--- src/core/ddc_pkg.sv ---
/*
 * Shared constants for the dual DAC serial command core: command word
 * layout, control codes, register offsets and reset values.
 * Assumes a 32-bit APB register bus and a 10-bit code per channel.
 */
package ddc_pkg;
	localparam int WORD_W = 16;
	localparam int CTL_W = 4;
	localparam int CODE_W = 10;
	localparam int CTL_LSB = 12;
	localparam int CODE_LSB = 2;
	localparam int PADDR_W = 8;

	localparam logic [3:0] CC_NOP = 4'h0;
	localparam logic [3:0] CC_LOAD_A = 4'h1;
	localparam logic [3:0] CC_LOAD_B = 4'h2;
	localparam logic [3:0] CC_UPDATE = 4'h8;
	localparam logic [3:0] CC_UPD_A = 4'h9;
	localparam logic [3:0] CC_UPD_B = 4'ha;
	localparam logic [3:0] CC_WAKE = 4'hd;
	localparam logic [3:0] CC_SLEEP = 4'he;
	localparam logic [3:0] CC_BOTH = 4'hf;

	localparam logic [7:0] OFS_CTRL = 8'h00;
	localparam logic [7:0] OFS_STATUS = 8'h04;
	localparam logic [7:0] OFS_INPUT = 8'h08;
	localparam logic [7:0] OFS_DAC = 8'h0c;
	localparam logic [7:0] OFS_LAST = 8'h10;

	localparam int CTRL_EN_BIT = 0;
	localparam int ST_SLEEP_BIT = 0;
	localparam int ST_CS_BIT = 1;
	localparam int ST_EN_BIT = 2;
	localparam int HI_LSB = 16;

	localparam logic CTRL_EN_RST = 1'b1;
	localparam logic [9:0] CODE_RST = 10'h000;
	localparam logic [15:0] WORD_RST = 16'h0000;
	localparam logic [31:0] DATA_ZERO = 32'h0000_0000;
endpackage

--- src/core/ddc_core.sv ---
/*
 * Dual DAC serial command core: a three-wire serial link carries 16-bit
 * command words that load channel input registers, update both DAC
 * registers together, and enter or leave sleep. Status over APB.
 * Assumes the link pins are asynchronous to clk and that the link clock
 * is slow enough (160 ns period here) to be sampled by the 4 ns clock.
 */
// The implementer's own choices: the address map and the APB register port.
`timescale 1ns/1ps
module ddc_core
	import ddc_pkg::*;
(
	input wire logic clk,
	input wire logic arst_n,
	input wire logic psel,
	input wire logic penable,
	input wire logic pwrite,
	input wire logic [PADDR_W-1:0] paddr,
	input wire logic [31:0] pwdata,
	output logic [31:0] prdata,
	output logic pready,
	output logic pslverr,
	input wire logic chip_select_load,
	input wire logic serial_shift_clock,
	input wire logic serial_data_in,
	output logic [CODE_W-1:0] dac_a_out,
	output logic [CODE_W-1:0] dac_b_out,
	output logic outputs_hiz
);

	function automatic logic [31:0] pack2(input logic [CODE_W-1:0] lo,
		input logic [CODE_W-1:0] hi);
		logic [31:0] v;
		v = DATA_ZERO;
		v[CODE_W-1:0] = lo;
		v[HI_LSB +: CODE_W] = hi;
		return v;
	endfunction

	function automatic logic is_code(input logic [3:0] c,
		input logic [3:0] a, input logic [3:0] b, input logic [3:0] d);
		return (c == a) || (c == b) || (c == d);
	endfunction

	// Two-flop synchronisers plus a third stage for edge detection.
	logic cs_s1_r, cs_s2_r, cs_s3_r;
	logic sck_s1_r, sck_s2_r, sck_s3_r;
	logic sdi_s1_r, sdi_s2_r;
	logic [WORD_W-1:0] shift_r, shift_nxt;
	logic [WORD_W-1:0] last_r, last_nxt;
	logic [CODE_W-1:0] in_a_r, in_a_nxt, in_b_r, in_b_nxt;
	logic [CODE_W-1:0] dac_a_r, dac_a_nxt, dac_b_r, dac_b_nxt;
	logic sleep_r, sleep_nxt;
	logic link_en_r, link_en_nxt;
	logic [31:0] prdata_r, prdata_nxt;
	logic pready_r, pready_nxt;
	logic pslverr_r, pslverr_nxt;

	wire sck_rise = sck_s2_r & ~sck_s3_r;
	wire cs_rise = cs_s2_r & ~cs_s3_r;
	wire shift_en = ~cs_s2_r & sck_rise & link_en_r;
	wire exec = cs_rise & link_en_r;
	wire [3:0] ctl = shift_r[CTL_LSB +: CTL_W];
	wire [CODE_W-1:0] code = shift_r[CODE_LSB +: CODE_W];
	wire ld_a = is_code(ctl, CC_LOAD_A, CC_UPD_A, CC_BOTH);
	wire ld_b = is_code(ctl, CC_LOAD_B, CC_UPD_B, CC_BOTH);
	wire upd = is_code(ctl, CC_UPDATE, CC_UPD_A, CC_UPD_B) ||
		(ctl == CC_BOTH);
	wire wake = upd || (ctl == CC_WAKE);
	wire go_sleep = ctl == CC_SLEEP;

	// Shift register moves only while selected; select high freezes it.
	assign shift_nxt = shift_en ? {shift_r[WORD_W-2:0], sdi_s2_r} :
		shift_r;
	assign last_nxt = exec ? shift_r : last_r;

	// Input registers load in wake or sleep; reserved codes match nothing.
	assign in_a_nxt = (exec && ld_a) ? code : in_a_r;
	assign in_b_nxt = (exec && ld_b) ? code : in_b_r;
	// Both DAC registers share one update term and see fresh input data.
	assign dac_a_nxt = (exec && upd) ? in_a_nxt : dac_a_r;
	assign dac_b_nxt = (exec && upd) ? in_b_nxt : dac_b_r;
	assign sleep_nxt = (exec && go_sleep) ? 1'b1 :
		(exec && wake) ? 1'b0 : sleep_r;

	// APB slave: read data is captured in the first access cycle, answered next; writes land in the answer cycle.
	wire access = psel & penable & ~pready_r;
	wire wr_done = psel & penable & pready_r & pwrite;
	wire hit_ctrl = paddr == OFS_CTRL;
	wire hit_st = paddr == OFS_STATUS;
	wire hit_in = paddr == OFS_INPUT;
	wire hit_dac = paddr == OFS_DAC;
	wire hit_last = paddr == OFS_LAST;
	wire mapped = hit_ctrl | hit_st | hit_in | hit_dac | hit_last;
	wire [31:0] ctrl_word = {31'h0000_0000, link_en_r};
	wire [31:0] st_word = {29'h0000_0000, link_en_r, cs_s2_r, sleep_r};
	wire [31:0] rd_word = hit_ctrl ? ctrl_word :
		hit_st ? st_word :
		hit_in ? pack2(in_a_r, in_b_r) :
		hit_dac ? pack2(dac_a_r, dac_b_r) :
		hit_last ? {16'h0000, last_r} : DATA_ZERO;

	assign pready_nxt = access;
	assign prdata_nxt = (access && !pwrite) ? rd_word : prdata_r;
	assign pslverr_nxt = access & ~mapped;
	assign link_en_nxt = (wr_done && hit_ctrl) ? pwdata[CTRL_EN_BIT] :
		link_en_r;

	always_ff @(posedge clk or negedge arst_n) begin
		if (!arst_n) begin
			cs_s1_r <= 1'b1;
			cs_s2_r <= 1'b1;
			cs_s3_r <= 1'b1;
			sck_s1_r <= 1'b0;
			sck_s2_r <= 1'b0;
			sck_s3_r <= 1'b0;
			sdi_s1_r <= 1'b0;
			sdi_s2_r <= 1'b0;
		end else begin
			cs_s1_r <= chip_select_load;
			cs_s2_r <= cs_s1_r;
			cs_s3_r <= cs_s2_r;
			sck_s1_r <= serial_shift_clock;
			sck_s2_r <= sck_s1_r;
			sck_s3_r <= sck_s2_r;
			sdi_s1_r <= serial_data_in;
			sdi_s2_r <= sdi_s1_r;
		end
	end

	// Reset clears every code so both outputs start at zero scale.
	always_ff @(posedge clk or negedge arst_n) begin
		if (!arst_n) begin
			shift_r <= WORD_RST;
			last_r <= WORD_RST;
			in_a_r <= CODE_RST;
			in_b_r <= CODE_RST;
			dac_a_r <= CODE_RST;
			dac_b_r <= CODE_RST;
			sleep_r <= 1'b0;
		end else begin
			shift_r <= shift_nxt;
			last_r <= last_nxt;
			in_a_r <= in_a_nxt;
			in_b_r <= in_b_nxt;
			dac_a_r <= dac_a_nxt;
			dac_b_r <= dac_b_nxt;
			sleep_r <= sleep_nxt;
		end
	end

	always_ff @(posedge clk or negedge arst_n) begin
		if (!arst_n) begin
			link_en_r <= CTRL_EN_RST;
			prdata_r <= DATA_ZERO;
			pready_r <= 1'b0;
			pslverr_r <= 1'b0;
		end else begin
			link_en_r <= link_en_nxt;
			prdata_r <= prdata_nxt;
			pready_r <= pready_nxt;
			pslverr_r <= pslverr_nxt;
		end
	end

	// Outputs keep the DAC codes through sleep, so wake restores them.
	assign dac_a_out = dac_a_r;
	assign dac_b_out = dac_b_r;
	assign outputs_hiz = sleep_r;
	assign prdata = prdata_r;
	assign pready = pready_r;
	assign pslverr = pslverr_r;
endmodule

--- config.mk ---
export PLATFORM = sky130hd
export DESIGN_NAME = ddc_core
export DESIGN_NICKNAME = d
export VERILOG_FILES = /design/src/core/ddc_pkg.sv /design/src/core/ddc_core.sv
export SDC_FILE = /design/constraint.sdc
export NUM_CORES = 1
export LEC_CHECK = 0
export BUFFER_PORTS_ARGS = -buffer_cell sky130_fd_sc_hd__buf_2
export CAP_MARGIN = 20
export CORE_ASPECT_RATIO = 0.75
export CORE_UTILIZATION = 43
export DETAILED_ROUTE_END_ITERATION = 7
export PLACE_DENSITY_LB_ADDON = 0.05
export SYNTH_ARGS = -nofsm -noshare
export SYNTH_HDL_FRONTEND = slang
export SYNTH_SLANG_ARGS = --single-unit
--- constraint.sdc ---
create_clock -name clk -period 4.65 [get_ports clk]
set_input_delay 0.6975 -clock clk [delete_from_list [all_inputs] [get_ports clk]]
set_output_delay 0.6975 -clock clk [all_outputs]
set_load 0.05 [all_outputs]
## Yosys cells after proc, flatten, opt, wreduce, memory -nomap -nowiden

Cells that the tools add are included.

| operators by class | value |
|---|---|
| add/sub/neg operators | 0 |
| multipliers | 0 |
| div/mod/pow operators | 0 |
| $lt $le $gt $ge | 0 |
| equality and inequality tests | 12 |
| shifts and indexed selects | 0 |
| multiplexer cells | 9 |
| bitwise logic cells | 19 |
| reduce and logical (&&, ||, !) cells | 18 |

Operator list:

| cell | number |
|---|---|
| $mux 26 | 4 |
| $eq 4x4->1 const B | 6 |
| $mux 10 | 2 |
| $eq 8x4->1 const B | 2 |
| $mux 16 | 1 |
| $and 1x1->1 | 10 |
| $eq 8x3->1 const B | 1 |
| $eq 8x5->1 const B | 1 |
| $logic_not 8->1 | 1 |
| $logic_or 1x1->1 | 8 |
| $logic_and 1x1->1 | 7 |
| $not 1->1 | 5 |
| $eq 4x1->1 const B | 1 |
| $eq 4x2->1 const B | 1 |
| $or 1x1->1 | 4 |
| $mux 1 | 2 |
| $reduce_bool 2->1 | 1 |
| $logic_not 1->1 | 1 |

| word-level totals | value |
|---|---|
| flip-flop bits (word level) | 116 |
| latch bits | 0 |
| bits in writable memories | 0 |
| bits in read-only memories | 0 |
| input port bits | 48 |
| output and inout port bits | 55 |
| word-level logic and storage cells | 77 |
| memories | 0 |

## Depth between registers and ports, before layout

Gate-level depths: netlist of the first run.

| logic depth | value |
|---|---|
| word-level depth | 8 |
| gate-level depth with buffers | 6 |
| depth with buffers taken out | 4 |

## Worst setup path before layout of the first run

No wires, ideal clock.

| timing | value |
|---|---|
| kind | input to register |
| start | in paddr[1] |
| end | reg prdata_r[16] (netlist: prdata[16]) |
| library setup time | 85 ps |
| arrival time | 1768 ps |
| data required time | 4565 ps |
| path slack | 2797 ps |
| cell stages on the path | 4 |
| buffers on the path | 0 |
| path through | nor2_1 > nor4b_2 > nand3_1 > o21ai_0 |

| between the ends | value |
|---|---|
| cells in the longest elaborated chain, start to end | 5 |
| elaborated cells on any way between the ends | 8 |
| those cells by class | 3 x eq/ne; 4 x mux; 1 x reduce/logical |

Ends and longest elaborated chain:

| what | RTL line | text |
|---|---|---|
| start, declared | ddc_core.sv:18 | `input wire logic [PADDR_W-1:0] paddr,` |
| $eq 8x4->1 | ddc_core.sv:92 | `wire hit_dac = paddr == OFS_DAC;` |
| $mux 26 | ddc_core.sv:100 | `hit_dac ? pack2(dac_a_r, dac_b_r) :` |
| $mux 26 | ddc_core.sv:99 | `hit_in ? pack2(in_a_r, in_b_r) :` |
| $mux 26 | ddc_core.sv:98 | `hit_st ? st_word :` |
| $mux 26 (*) | ddc_core.sv:97 | `wire [31:0] rd_word = hit_ctrl ? ctrl_word :` |
| end signal, assigned | ddc_core.sv:160 | `prdata_r <= prdata_nxt;` |
| end, declared | ddc_core.sv:55 | `logic [31:0] prdata_r, prdata_nxt;` |

Every way passes the cells marked *; elsewhere a longest branch is shown, timed or not.
A chain may end at the register's enable or synchronous reset.

## Final worst setup path of the first run

| timing | value |
|---|---|
| start | reg link_en_r |
| end | reg dac_a_r[7] (netlist: dac_a_out[7]) |

| between the ends | value |
|---|---|
| cells in the longest elaborated chain, start to end | 3 |
| elaborated cells on any way between the ends | 4 |
| those cells by class | 1 x mux; 1 x bitwise; 2 x reduce/logical |

Ends and longest elaborated chain:

| what | RTL line | text |
|---|---|---|
| start, declared | ddc_core.sv:54 | `logic link_en_r, link_en_nxt;` |
| start signal, assigned | ddc_core.sv:159 | `link_en_r <= link_en_nxt;` |
| $and 1x1->1 (*) | ddc_core.sv:62 | `wire exec = cs_rise & link_en_r;` |
| $logic_and 1x1->1 | ddc_core.sv:78 | `assign in_a_nxt = (exec && ld_a) ? code : in_a_r;` |
| $mux 10 | ddc_core.sv:78 |  |
| end signal, assigned | ddc_core.sv:146 | `dac_a_r <= dac_a_nxt;` |
| end, declared | ddc_core.sv:52 | `logic [CODE_W-1:0] dac_a_r, dac_a_nxt, dac_b_r, dac_b_nxt;` |

Marked as above.

==> run_results.csv, run 1 <==
group,metric,value,unit
synthesis,synth_xor_area_frac,0,
detailed_routing,drtAntennaViolNets,0,
clock_tree,cts.repair.resized,0,
pwr,p_total,1.88,mW
clock_tree,clk_path_buf_depth,2,
floorplanning,io_pins,103,
sta,relSlewSlack,0.389,
sta,hold_ws,0.271,ns
clock_tree,clk_pin_slew,0.07,ns
layout,drive_gt1_frac,0.348,
setup_path,path_max_fanout,20,
setup_path,required,4.88,ns
detailed_routing,route.detailed.drc,0,
floorplanning,coreArea,10300,um2
global_route,grt_pass1_vias,2892,
global_route,overflow,0,
pwr,power.leakage,2.79,nW
setup_path,critical_path.cell_chain,"and3b_1, nand2_1, nor3_2, buf_4, mux2_2",
sta,worst_pin_slew,0.903,ns
sta,fmax,372,MHz
synthesis,async_reset_ff_frac,1.00,
sta,rsz0062_at_grt,"false",
layout,nFillCells,906,
synthesis,synth-compound-area-share,0.0851,
synthesis,synth_simple_gate_area_share,0.113,
synthesis,synth_top_family_by_area,"multiplexers",
synthesis,synth_mux_area_frac,0.166,
global_route,antenna_found_initial,0,
sta,final.setup.tns,0,ns
floorplanning,row_count,32,
synthesis,synth.yosys.seq_area_share,0.603,
sta,finalSetupViolCount,0,
detailed_routing,routed_via_density,5.17,
setup_path,critPathSlowestCell,"and3b_1",
detailed_routing,wl_per_cell,17.2,um
placement,placed_area,4990,um2
floorplanning,start_util,0.444,
status,outcome,"complete, no violations",
detailed_routing,drt_wl_total,9920,um
sta,finalMaxSlewViolations,0,
detailed_routing,vias,2978,
pwr,cellPowerDensity,351,nW/um2
sta,min_period,2.69,ns
setup_path,start_kind,"flop",
min_path,min_path_type,"input pin to async pin",
floorplanning,dieArea,11100,um2
global_route,track_usage,0.194,
synthesis,syn_area,4570,um2
clock_tree,cts-root-buf,"clkbuf_16",
setup_path,cp.arrival,2.91,ns
clock_tree,clkLatencyLatePin,0.34,ns
synthesis,synth_cells,372,
synthesis,synth_cell_type_count,37,
synthesis,ys_warn_count,0,
layout,antenna_cells,0,
synthesis,synth_ff_type,"dfrtp_1",
synthesis,syn_area_per_cell,12.3,um2
clock_tree,cts.sinks,110,
sta,clock_skew,0.00591,ns
clock_tree,postCtsSetupRepairBufs,0,
floorplanning,die_y,91.3,um
setup_path,max_stage_delay,0.77,ns
clock_tree,htreeDepth,3,
clock_tree,cts_tree,"yes",
setup_path,critical_path.top_delay_family,"simple AND/OR/NAND/NOR gates",
flow_run,maxCapViolCount,0,
setup_path,end_kind,"flop",
global_route,grt_max_degree,83,
setup_path,crit_type,"flop to flop",
synthesis,ys_ff_latch,110,
placement,portBuffers,65,
global_route,grt_pass1_wl,16000,um
setup_path,cp.buffers_inverters,1,
pwr,ir_drop,0.000224,V
layout,area_growth_syn_to_layout,17.4,%
synthesis,synth_edf_count,0,
placement,place_congestion,0.727,
placement,dp_hpwl,6430,um
detailed_routing,drt_iter0_drc,170,
detailed_routing,dr.pass1.iters,4,
layout,fin_area,5370,um2
floorplanning,fp.dieW,121,um
synthesis,synth_fa_ha_area_frac,0,
layout,nets,483,
clock_tree,cts_made_buffers,9,
clock_tree,hold_buffers,0,
sta,fin_crit_sh,0.578,
sta,hold_viol_final,0,
registers in the layout (all words and copies together) (netlist names), 10 cells and up:
name / cells
last_r: 16
dac_a_out: 10
shift_r: 16
in_b_r: 10
prdata: 26
dac_b_out: 10
in_a_r: 10
metrics by stage:
stage               cells  setup WS, ns  utilization
CTS                   574          1.92        0.516
detailed placement    558          1.94        0.485
global placement      558          1.97        0.485
floorplan             377          2.80            -
global route          576          1.82        0.521
finish                576          1.96        0.521
final timing paths:
path	start	end	slack, ns	cells after the start
worst max-delay path	link_en_r	dac_a_out[7]	1.96	5
worst min-delay path	arst_n	prdata[7]	0.27	1
worst max register to register	link_en_r	dac_a_out[7]	1.96	5
worst min register to register	sck_s1_r	sck_s2_r	0.35	0
max in group asynchronous	arst_n	cs_s1_r	3.31	3
min in group clk	sck_s1_r	sck_s2_r	0.35	0
power by group:
group          switching, mW  internal, mW
logic                 0.0718        0.0244
registers            0.00458         0.966
clock network          0.332         0.486
per-layer routing:
layer,up-vias,GRT usage,wire (um)
met1,1475,0.292,5070
met2,80,0.280,4250
met3,11,0.0427,497
met4,0,0.0514,96
met5,-,0,0
li1,1412,-,-
cell usage after synthesis, drive strengths merged, types with 3 or more instances:
library cell,number,area share
dfrtp,106,0.58
dfstp,4,0.023
and3,4,0.0055
nand3,4,0.0044
nand2b,10,0.014
nand2,68,0.056
clkbuf,6,0.0052
a22o,15,0.029
nor2b,3,0.0041
mux2,58,0.14
mux2i,10,0.022
nor2,9,0.0074
buf,18,0.024
nor3,3,0.0033
o21ai,29,0.032
kinds of logic (layout without fill, tap and decap cells):
group,count (synthesis),after routing
other,1,6
buffers and inverters,26,89
multiplexers,68,68
AND/OR/NAND/NOR,111,111
flip-flops,110,110
AO/OA/AOI/OAI,56,56
layout make-up:
cell class	instances	area, um2	area share
flip-flops and latches	110	2760	0.514
multi-input cells	241	1700	0.317
repair buffers	71	413	0.0770
clock buffers	12	246	0.0459
well taps	136	170	0.0317
clock inverters	4	70.1	0.0131
inverters	2	7.51	0.00140
layout by cell type, fill, tap and decap left out, types with 3 or more instances in the layout:
cell type	count
mux2i_1	10
mux2_2	56
nand3_1	4
nand2_1	68
a22o_1	15
o21ai_0	29
and3_1	4
buf_2	64
nor2_1	9
conb_1	6
clkbuf_16	9
dfstp_2	4
nand2b_1	10
nor2b_1	3
dfrtp_1	106
buf_4	5
Note: power is estimated with default switching activity, not from simulation.
==> inputs of run 2 (changes only) <==
Settings changed: ABC_AREA from default to 1.
Clock period 4.65 ns to 2.29 ns, I/O delays scaled along.
==> run_results.csv, run 2 <==
group,metric,value,unit
layout,nets,635,
clock_tree,htreeDepth,3,
global_route,grt_pass1_wl,18100,um
clock_tree,cts.repair.resized,0,
setup_path,end_kind,"flop",
synthesis,syn_area_per_cell,9.01,um2
synthesis,synth_ff_type,"dfrtp_1",
clock_tree,cts-root-buf,"clkbuf_16",
global_route,antenna_found_initial,0,
sta,rsz0062_at_grt,"false",
clock_tree,clk_pin_slew,0.07,ns
detailed_routing,drtAntennaViolNets,0,
detailed_routing,wl_per_cell,14.6,um
synthesis,synth_top_cell_area_share,0.560,
sta,finalSetupViolCount,0,
detailed_routing,drt_iter0_drc,233,
setup_path,r2r_cells,9,
clock_tree,cts_made_buffers,9,
clock_tree,clk_path_buf_depth,2,
pwr,cellPowerDensity,737,nW/um2
sta,clock_skew,0.00477,ns
synthesis,ys_ff_latch,110,
sta,final.setup.tns,0,ns
setup_path,path_max_fanout,20,
placement,dp_hpwl,7230,um
setup_path,start_kind,"flop",
synthesis,ys_warn_count,0,
setup_path,crit_type,"flop to flop",
detailed_routing,vias,3663,
sta,hold_viol_final,0,
synthesis,synth_commonest_cells,"nand2_1, dfrtp_1, nand3_1",
status,outcome,"complete, no violations",
synthesis,synth.yosys.seq_area_share,0.582,
synthesis,synth_area_leader_cell,"dfrtp_1",
placement,portBuffers,65,
layout,final_cell_mix,"nand2_1, dfrtp_1, buf_2, nand3_1, inv_1",
sta,fin_crit_sh,0.755,
synthesis,yosysMostFrequentCell,"nand2_1",
placement,placed_area,5190,um2
floorplanning,io_pins,103,
detailed_routing,routed_via_density,5.03,
clock_tree,clkLatencyLatePin,0.35,ns
layout,antenna_cells,0,
sta,min_period,1.73,ns
global_route,grt_max_degree,51,
synthesis,synth_edf_count,0,
sta,hold_ws,0.0891,ns
detailed_routing,route.detailed.drc,0,
layout,largest_register_ffs,26,
detailed_routing,dr.pass1.iters,5,
min_path,min_path_type,"input pin to flop",
synthesis,async_reset_ff_frac,1.00,
synthesis,synth_cell_type_count,27,
sta,fmax,578,MHz
min_path,min_delay_path_depth,1,
synthesis,synth_cells,526,
floorplanning,coreArea,10500,um2
flow_run,maxCapViolCount,0,
sta,relSlewSlack,0.509,
floorplanning,start_util,0.452,
sta,worst_pin_slew,0.736,ns
floorplanning,fp.dieW,123,um
sta,finalMaxSlewViolations,0,
floorplanning,die_y,92.9,um
synthesis,syn_area,4740,um2
setup_path,required,2.53,ns
clock_tree,cts_tree,"yes",
global_route,grt_pass1_vias,3559,
layout,fin_area,5510,um2
setup_path,cp.arrival,1.97,ns
synthesis,synthTopCellsByArea,"dfrtp_1, nand2_1, nand3_1, o21ai_2, inv_1",
floorplanning,row_count,32,
global_route,track_usage,0.211,
global_route,overflow,0,
floorplanning,dieArea,11400,um2
placement,place_congestion,0.872,
detailed_routing,drt_wl_total,10600,um
pwr,power.leakage,2.91,nW
layout,layout.cells.most_common,"nand2_1",
clock_tree,cts.sinks,110,
pwr,ir_drop,0.000409,V
layout,drive_gt1_frac,0.213,
layout,area_growth_syn_to_layout,16.3,%
[run 2: cell count changes in the layout (fill, tap and decap cells not counted), moves of 6 or more]
cell      change
a21o_1       +10
a21oi_1      +12
a22o_1       -15
inv_1        +39
mux2_2       -56
mux2i_1      -10
nand2_1     +104
nand2b_1     -10
nand3_1      +50
o211ai_1      +7
o21ai_2      +20
o31ai_1       +6
[run 2: where the power goes]
group / total [mW] / internal [mW] / switching (mW)
Sequential: 2.11 / 2.05 / 0.0560
Combinational: 0.342 / 0.0853 / 0.257
Clock: 1.61 / 0.886 / 0.727
[run 2: metrics by stage]
| stage | util | total power [mW] | worst slack (ns) | std cells |
|---|---|---|---|---|
| after floorplan | - | 2.36 | 0.801 | 531 |
| after global routing | 0.525 | 4.23 | 0.381 | 728 |
| after global placement | 0.495 | 2.48 | 0.566 | 711 |
| after detailed placement | 0.495 | 2.49 | 0.575 | 711 |
| final | 0.525 | 4.06 | 0.561 | 728 |
| after CTS | 0.525 | 4.11 | 0.552 | 728 |
[run 2: final cells by class]
| type | instances | area [um2] |
|---|---|---|
| fill | 1003 | 4980 |
| sequential | 110 | 2760 |
| multi-input combinational | 346 | 1660 |
| timing repair buffer | 77 | 458 |
| clock buffer | 10 | 239 |
| tap | 136 | 170 |
| inverter | 43 | 161 |
| clock inverter | 6 | 70.1 |
[run 2: repair_timing]
item                                   CTS  global route
buffers inserted                         0             0
endpoints found under the hold margin   37             0
hold buffers                             1             0
[run 2: worst paths after layout]
path	startpoint	endpoint	slack, ns
min reg2reg	sdi_s1_r	sdi_s2_r	0.35
min in group asynchronous	arst_n	dac_a_out[8]	0.51
min	serial_data_in	sdi_s1_r	0.09
max in group asynchronous	arst_n	cs_s1_r	1.02
max	cs_s2_r	dac_a_out[7]	0.56
max reg2reg	cs_s2_r	dac_a_out[7]	0.56
[run 2: layer usage]
metal  up-vias  GRT usage  share of wire  wire, um
li1       1809          -              -         -
met1      1777      0.297           0.49      5230
met2        69      0.326           0.45      4810
met3         8     0.0517          0.044       465
met4         0     0.0492         0.0093        99
met5         -          0              0         0
[run 2: logic make-up (layout without fill, tap and decap cells)]
logic type	Yosys count	after routing	synth area share
and+or+nand+nor	249	249	0.219
DFF	110	110	0.582
AOI/OAI and AO/OA	91	91	0.125
buffers and inverters	75	136	0.0726
other	1	6	0.000791
[run 2: critical path, cell delays in order, from the launching register on]
cell,delay [ns]
dfstp_2,0.58
nand2_1,0.08
nor2_2,0.15
buf_4,0.23
nand2_1,0.07
buf_4,0.22
nand2_1,0.10
o21ai_2,0.06
nand2_1,0.06
nand2_1,0.07
==> inputs of run 3 (changes only) <==
Clock period 2.29 ns to 1.54 ns, I/O delays scaled along.
==> run_results.csv, run 3 (same netlist as run 2, synthesis figures left out) <==
group,metric,value,unit
status,outcome,"complete, no violations",
setup_path,cp.arrival,1.65,ns
detailed_routing,drt_iter0_drc,184,
setup_path,regToRegSetupSlack,0.13,ns
flow_run,maxCapViolCount,0,
pwr,ir_drop,0.000574,V
clock_tree,cts.sinks,110,
layout,nFillCells,1002,
floorplanning,io_pins,103,
setup_path,timing.rr.end,"dac_a_out[8]",
clock_tree,clkLatencyLatePin,0.35,ns
clock_tree,cts_tree,"yes",
floorplanning,die_y,92.9,um
floorplanning,dieArea,11400,um2
floorplanning,coreArea,10500,um2
global_route,overflow,0,
sta,clock_skew,0.00499,ns
min_path,min_delay_path_depth,3,
clock_tree,postCtsSetupRepairBufs,0,
sta,rsz0062_at_grt,"false",
placement,portBuffers,65,
layout,area_growth_syn_to_layout,20.2,%
setup_path,r2r_start,"cs_s2_r",
clock_tree,clk_pin_slew,0.07,ns
sta,fmax,708,MHz
min_path,hold_path_end,"link_en_r",
clock_tree,cts-root-buf,"clkbuf_16",
clock_tree,clk_path_buf_depth,2,
global_route,grt_pass1_vias,3624,
setup_path,start_kind,"flop",
detailed_routing,route.detailed.drc,0,
layout,final_cell_mix,"nand2_1, dfrtp_1, buf_2, nand3_1, inv_1",
detailed_routing,routed_via_density,4.94,
clock_tree,htreeDepth,3,
sta,final.setup.tns,0,ns
detailed_routing,wl_per_cell,14.3,um
detailed_routing,dr.pass1.iters,4,
sta,min_period,1.41,ns
layout,drive_gt1_frac,0.227,
floorplanning,start_util,0.452,
layout,largest_register_ffs,26,
detailed_routing,drtAntennaViolNets,0,
min_path,min_from,"pwdata[0]",
sta,finalSetupViolCount,0,
floorplanning,fp.dieW,123,um
min_path,min_path_type,"input pin to flop",
global_route,grt_pass1_wl,18200,um
sta,fin_crit_sh,0.917,
layout,nets,650,
sta,finalMaxSlewViolations,0,
placement,place_congestion,0.855,
setup_path,crit_type,"flop to flop",
floorplanning,row_count,32,
pwr,cellPowerDensity,1040,nW/um2
sta,hold_viol_final,0,
global_route,grt_max_degree,34,
placement,dp_hpwl,7530,um
global_route,track_usage,0.210,
global_route,antenna_found_initial,0,
sta,hold_ws,0.128,ns
setup_path,required,1.78,ns
layout,antenna_cells,0,
pwr,power.leakage,3.00,nW
layout,layout.cells.most_common,"nand2_1",
setup_path,end_kind,"flop",
setup_path,r2r_cells,8,
clock_tree,cts_made_buffers,9,
detailed_routing,drt_wl_total,10600,um
detailed_routing,vias,3673,
setup_path,path_max_fanout,20,
==> run 3: report_power, final <==
| part | internal [mW] | switching (mW) |
|---|---|---|
| Clock | 1.17 | 1.10 |
| Sequential | 3.05 | 0.0825 |
| Combinational | 0.155 | 0.387 |
| Total | 4.37 | 1.57 |
==> run 3: critical path, cell delays in order (launching register included) <==
cell	delay (ns)
dfstp_2	0.55
nand2_1	0.09
nor2_4	0.14
nand2_1	0.11
buf_12	0.17
nand2_1	0.07
o21ai_2	0.06
nand2_1	0.06
nand2_1	0.05
==> run 3: how the worst max path moves through the flow <==
stage,start,end,slack [ns]
floorplan,pready,prdata[17],0.05
global placement,paddr[0],prdata[9],0.05
detailed placement,paddr[0],prdata[5],0.06
CTS,cs_s2_r,dac_a_out[8],0.08
global route,cs_s2_r,dac_a_out[3],0.02
finish,cs_s2_r,dac_a_out[8],0.13
==> run 3: final cells by class <==
cell class / instances / area (um2) / share of cell area
repair buffers: 92 / 653 / 0.115
clock buffers: 10 / 239 / 0.0420
flip-flops and latches: 110 / 2760 / 0.484
inverters: 43 / 161 / 0.0283
multi-input cells: 346 / 1660 / 0.292
clock inverters: 6 / 52.6 / 0.00923
well taps: 136 / 170 / 0.0299
==> run 3: through the flow <==
step / util / area [um2] / setup slack, ns / power (mW) / std cells
3_3_place_gp: 0.511 / 5360 / 0.0484 / 3.72 / 723
3_5_place_dp: 0.511 / 5360 / 0.0595 / 3.73 / 723
4_1_cts: 0.542 / 5690 / 0.0775 / 6.03 / 743
6_report: 0.543 / 5690 / 0.128 / 5.94 / 743
2_1_floorplan: - / 4760 / 0.0506 / 3.50 / 531
5_1_grt: 0.543 / 5690 / 0.0186 / 6.23 / 743
==> run 3: timing repair <==
action / CTS / global route
endpoints found under the hold margin: 19 / 0
setup endpoints to repair: 0 / 16
resized for setup: 0 / 1
hold buffers: 4 / 0
==> run 3: routing by layer <==
| layer | global-route usage | wire length (um) |
|---|---|---|
| met1 | 0.301 | 5170 |
| met2 | 0.322 | 4830 |
| met5 | 0 | 0 |
| met3 | 0.0456 | 501 |
| met4 | 0.0562 | 102 |
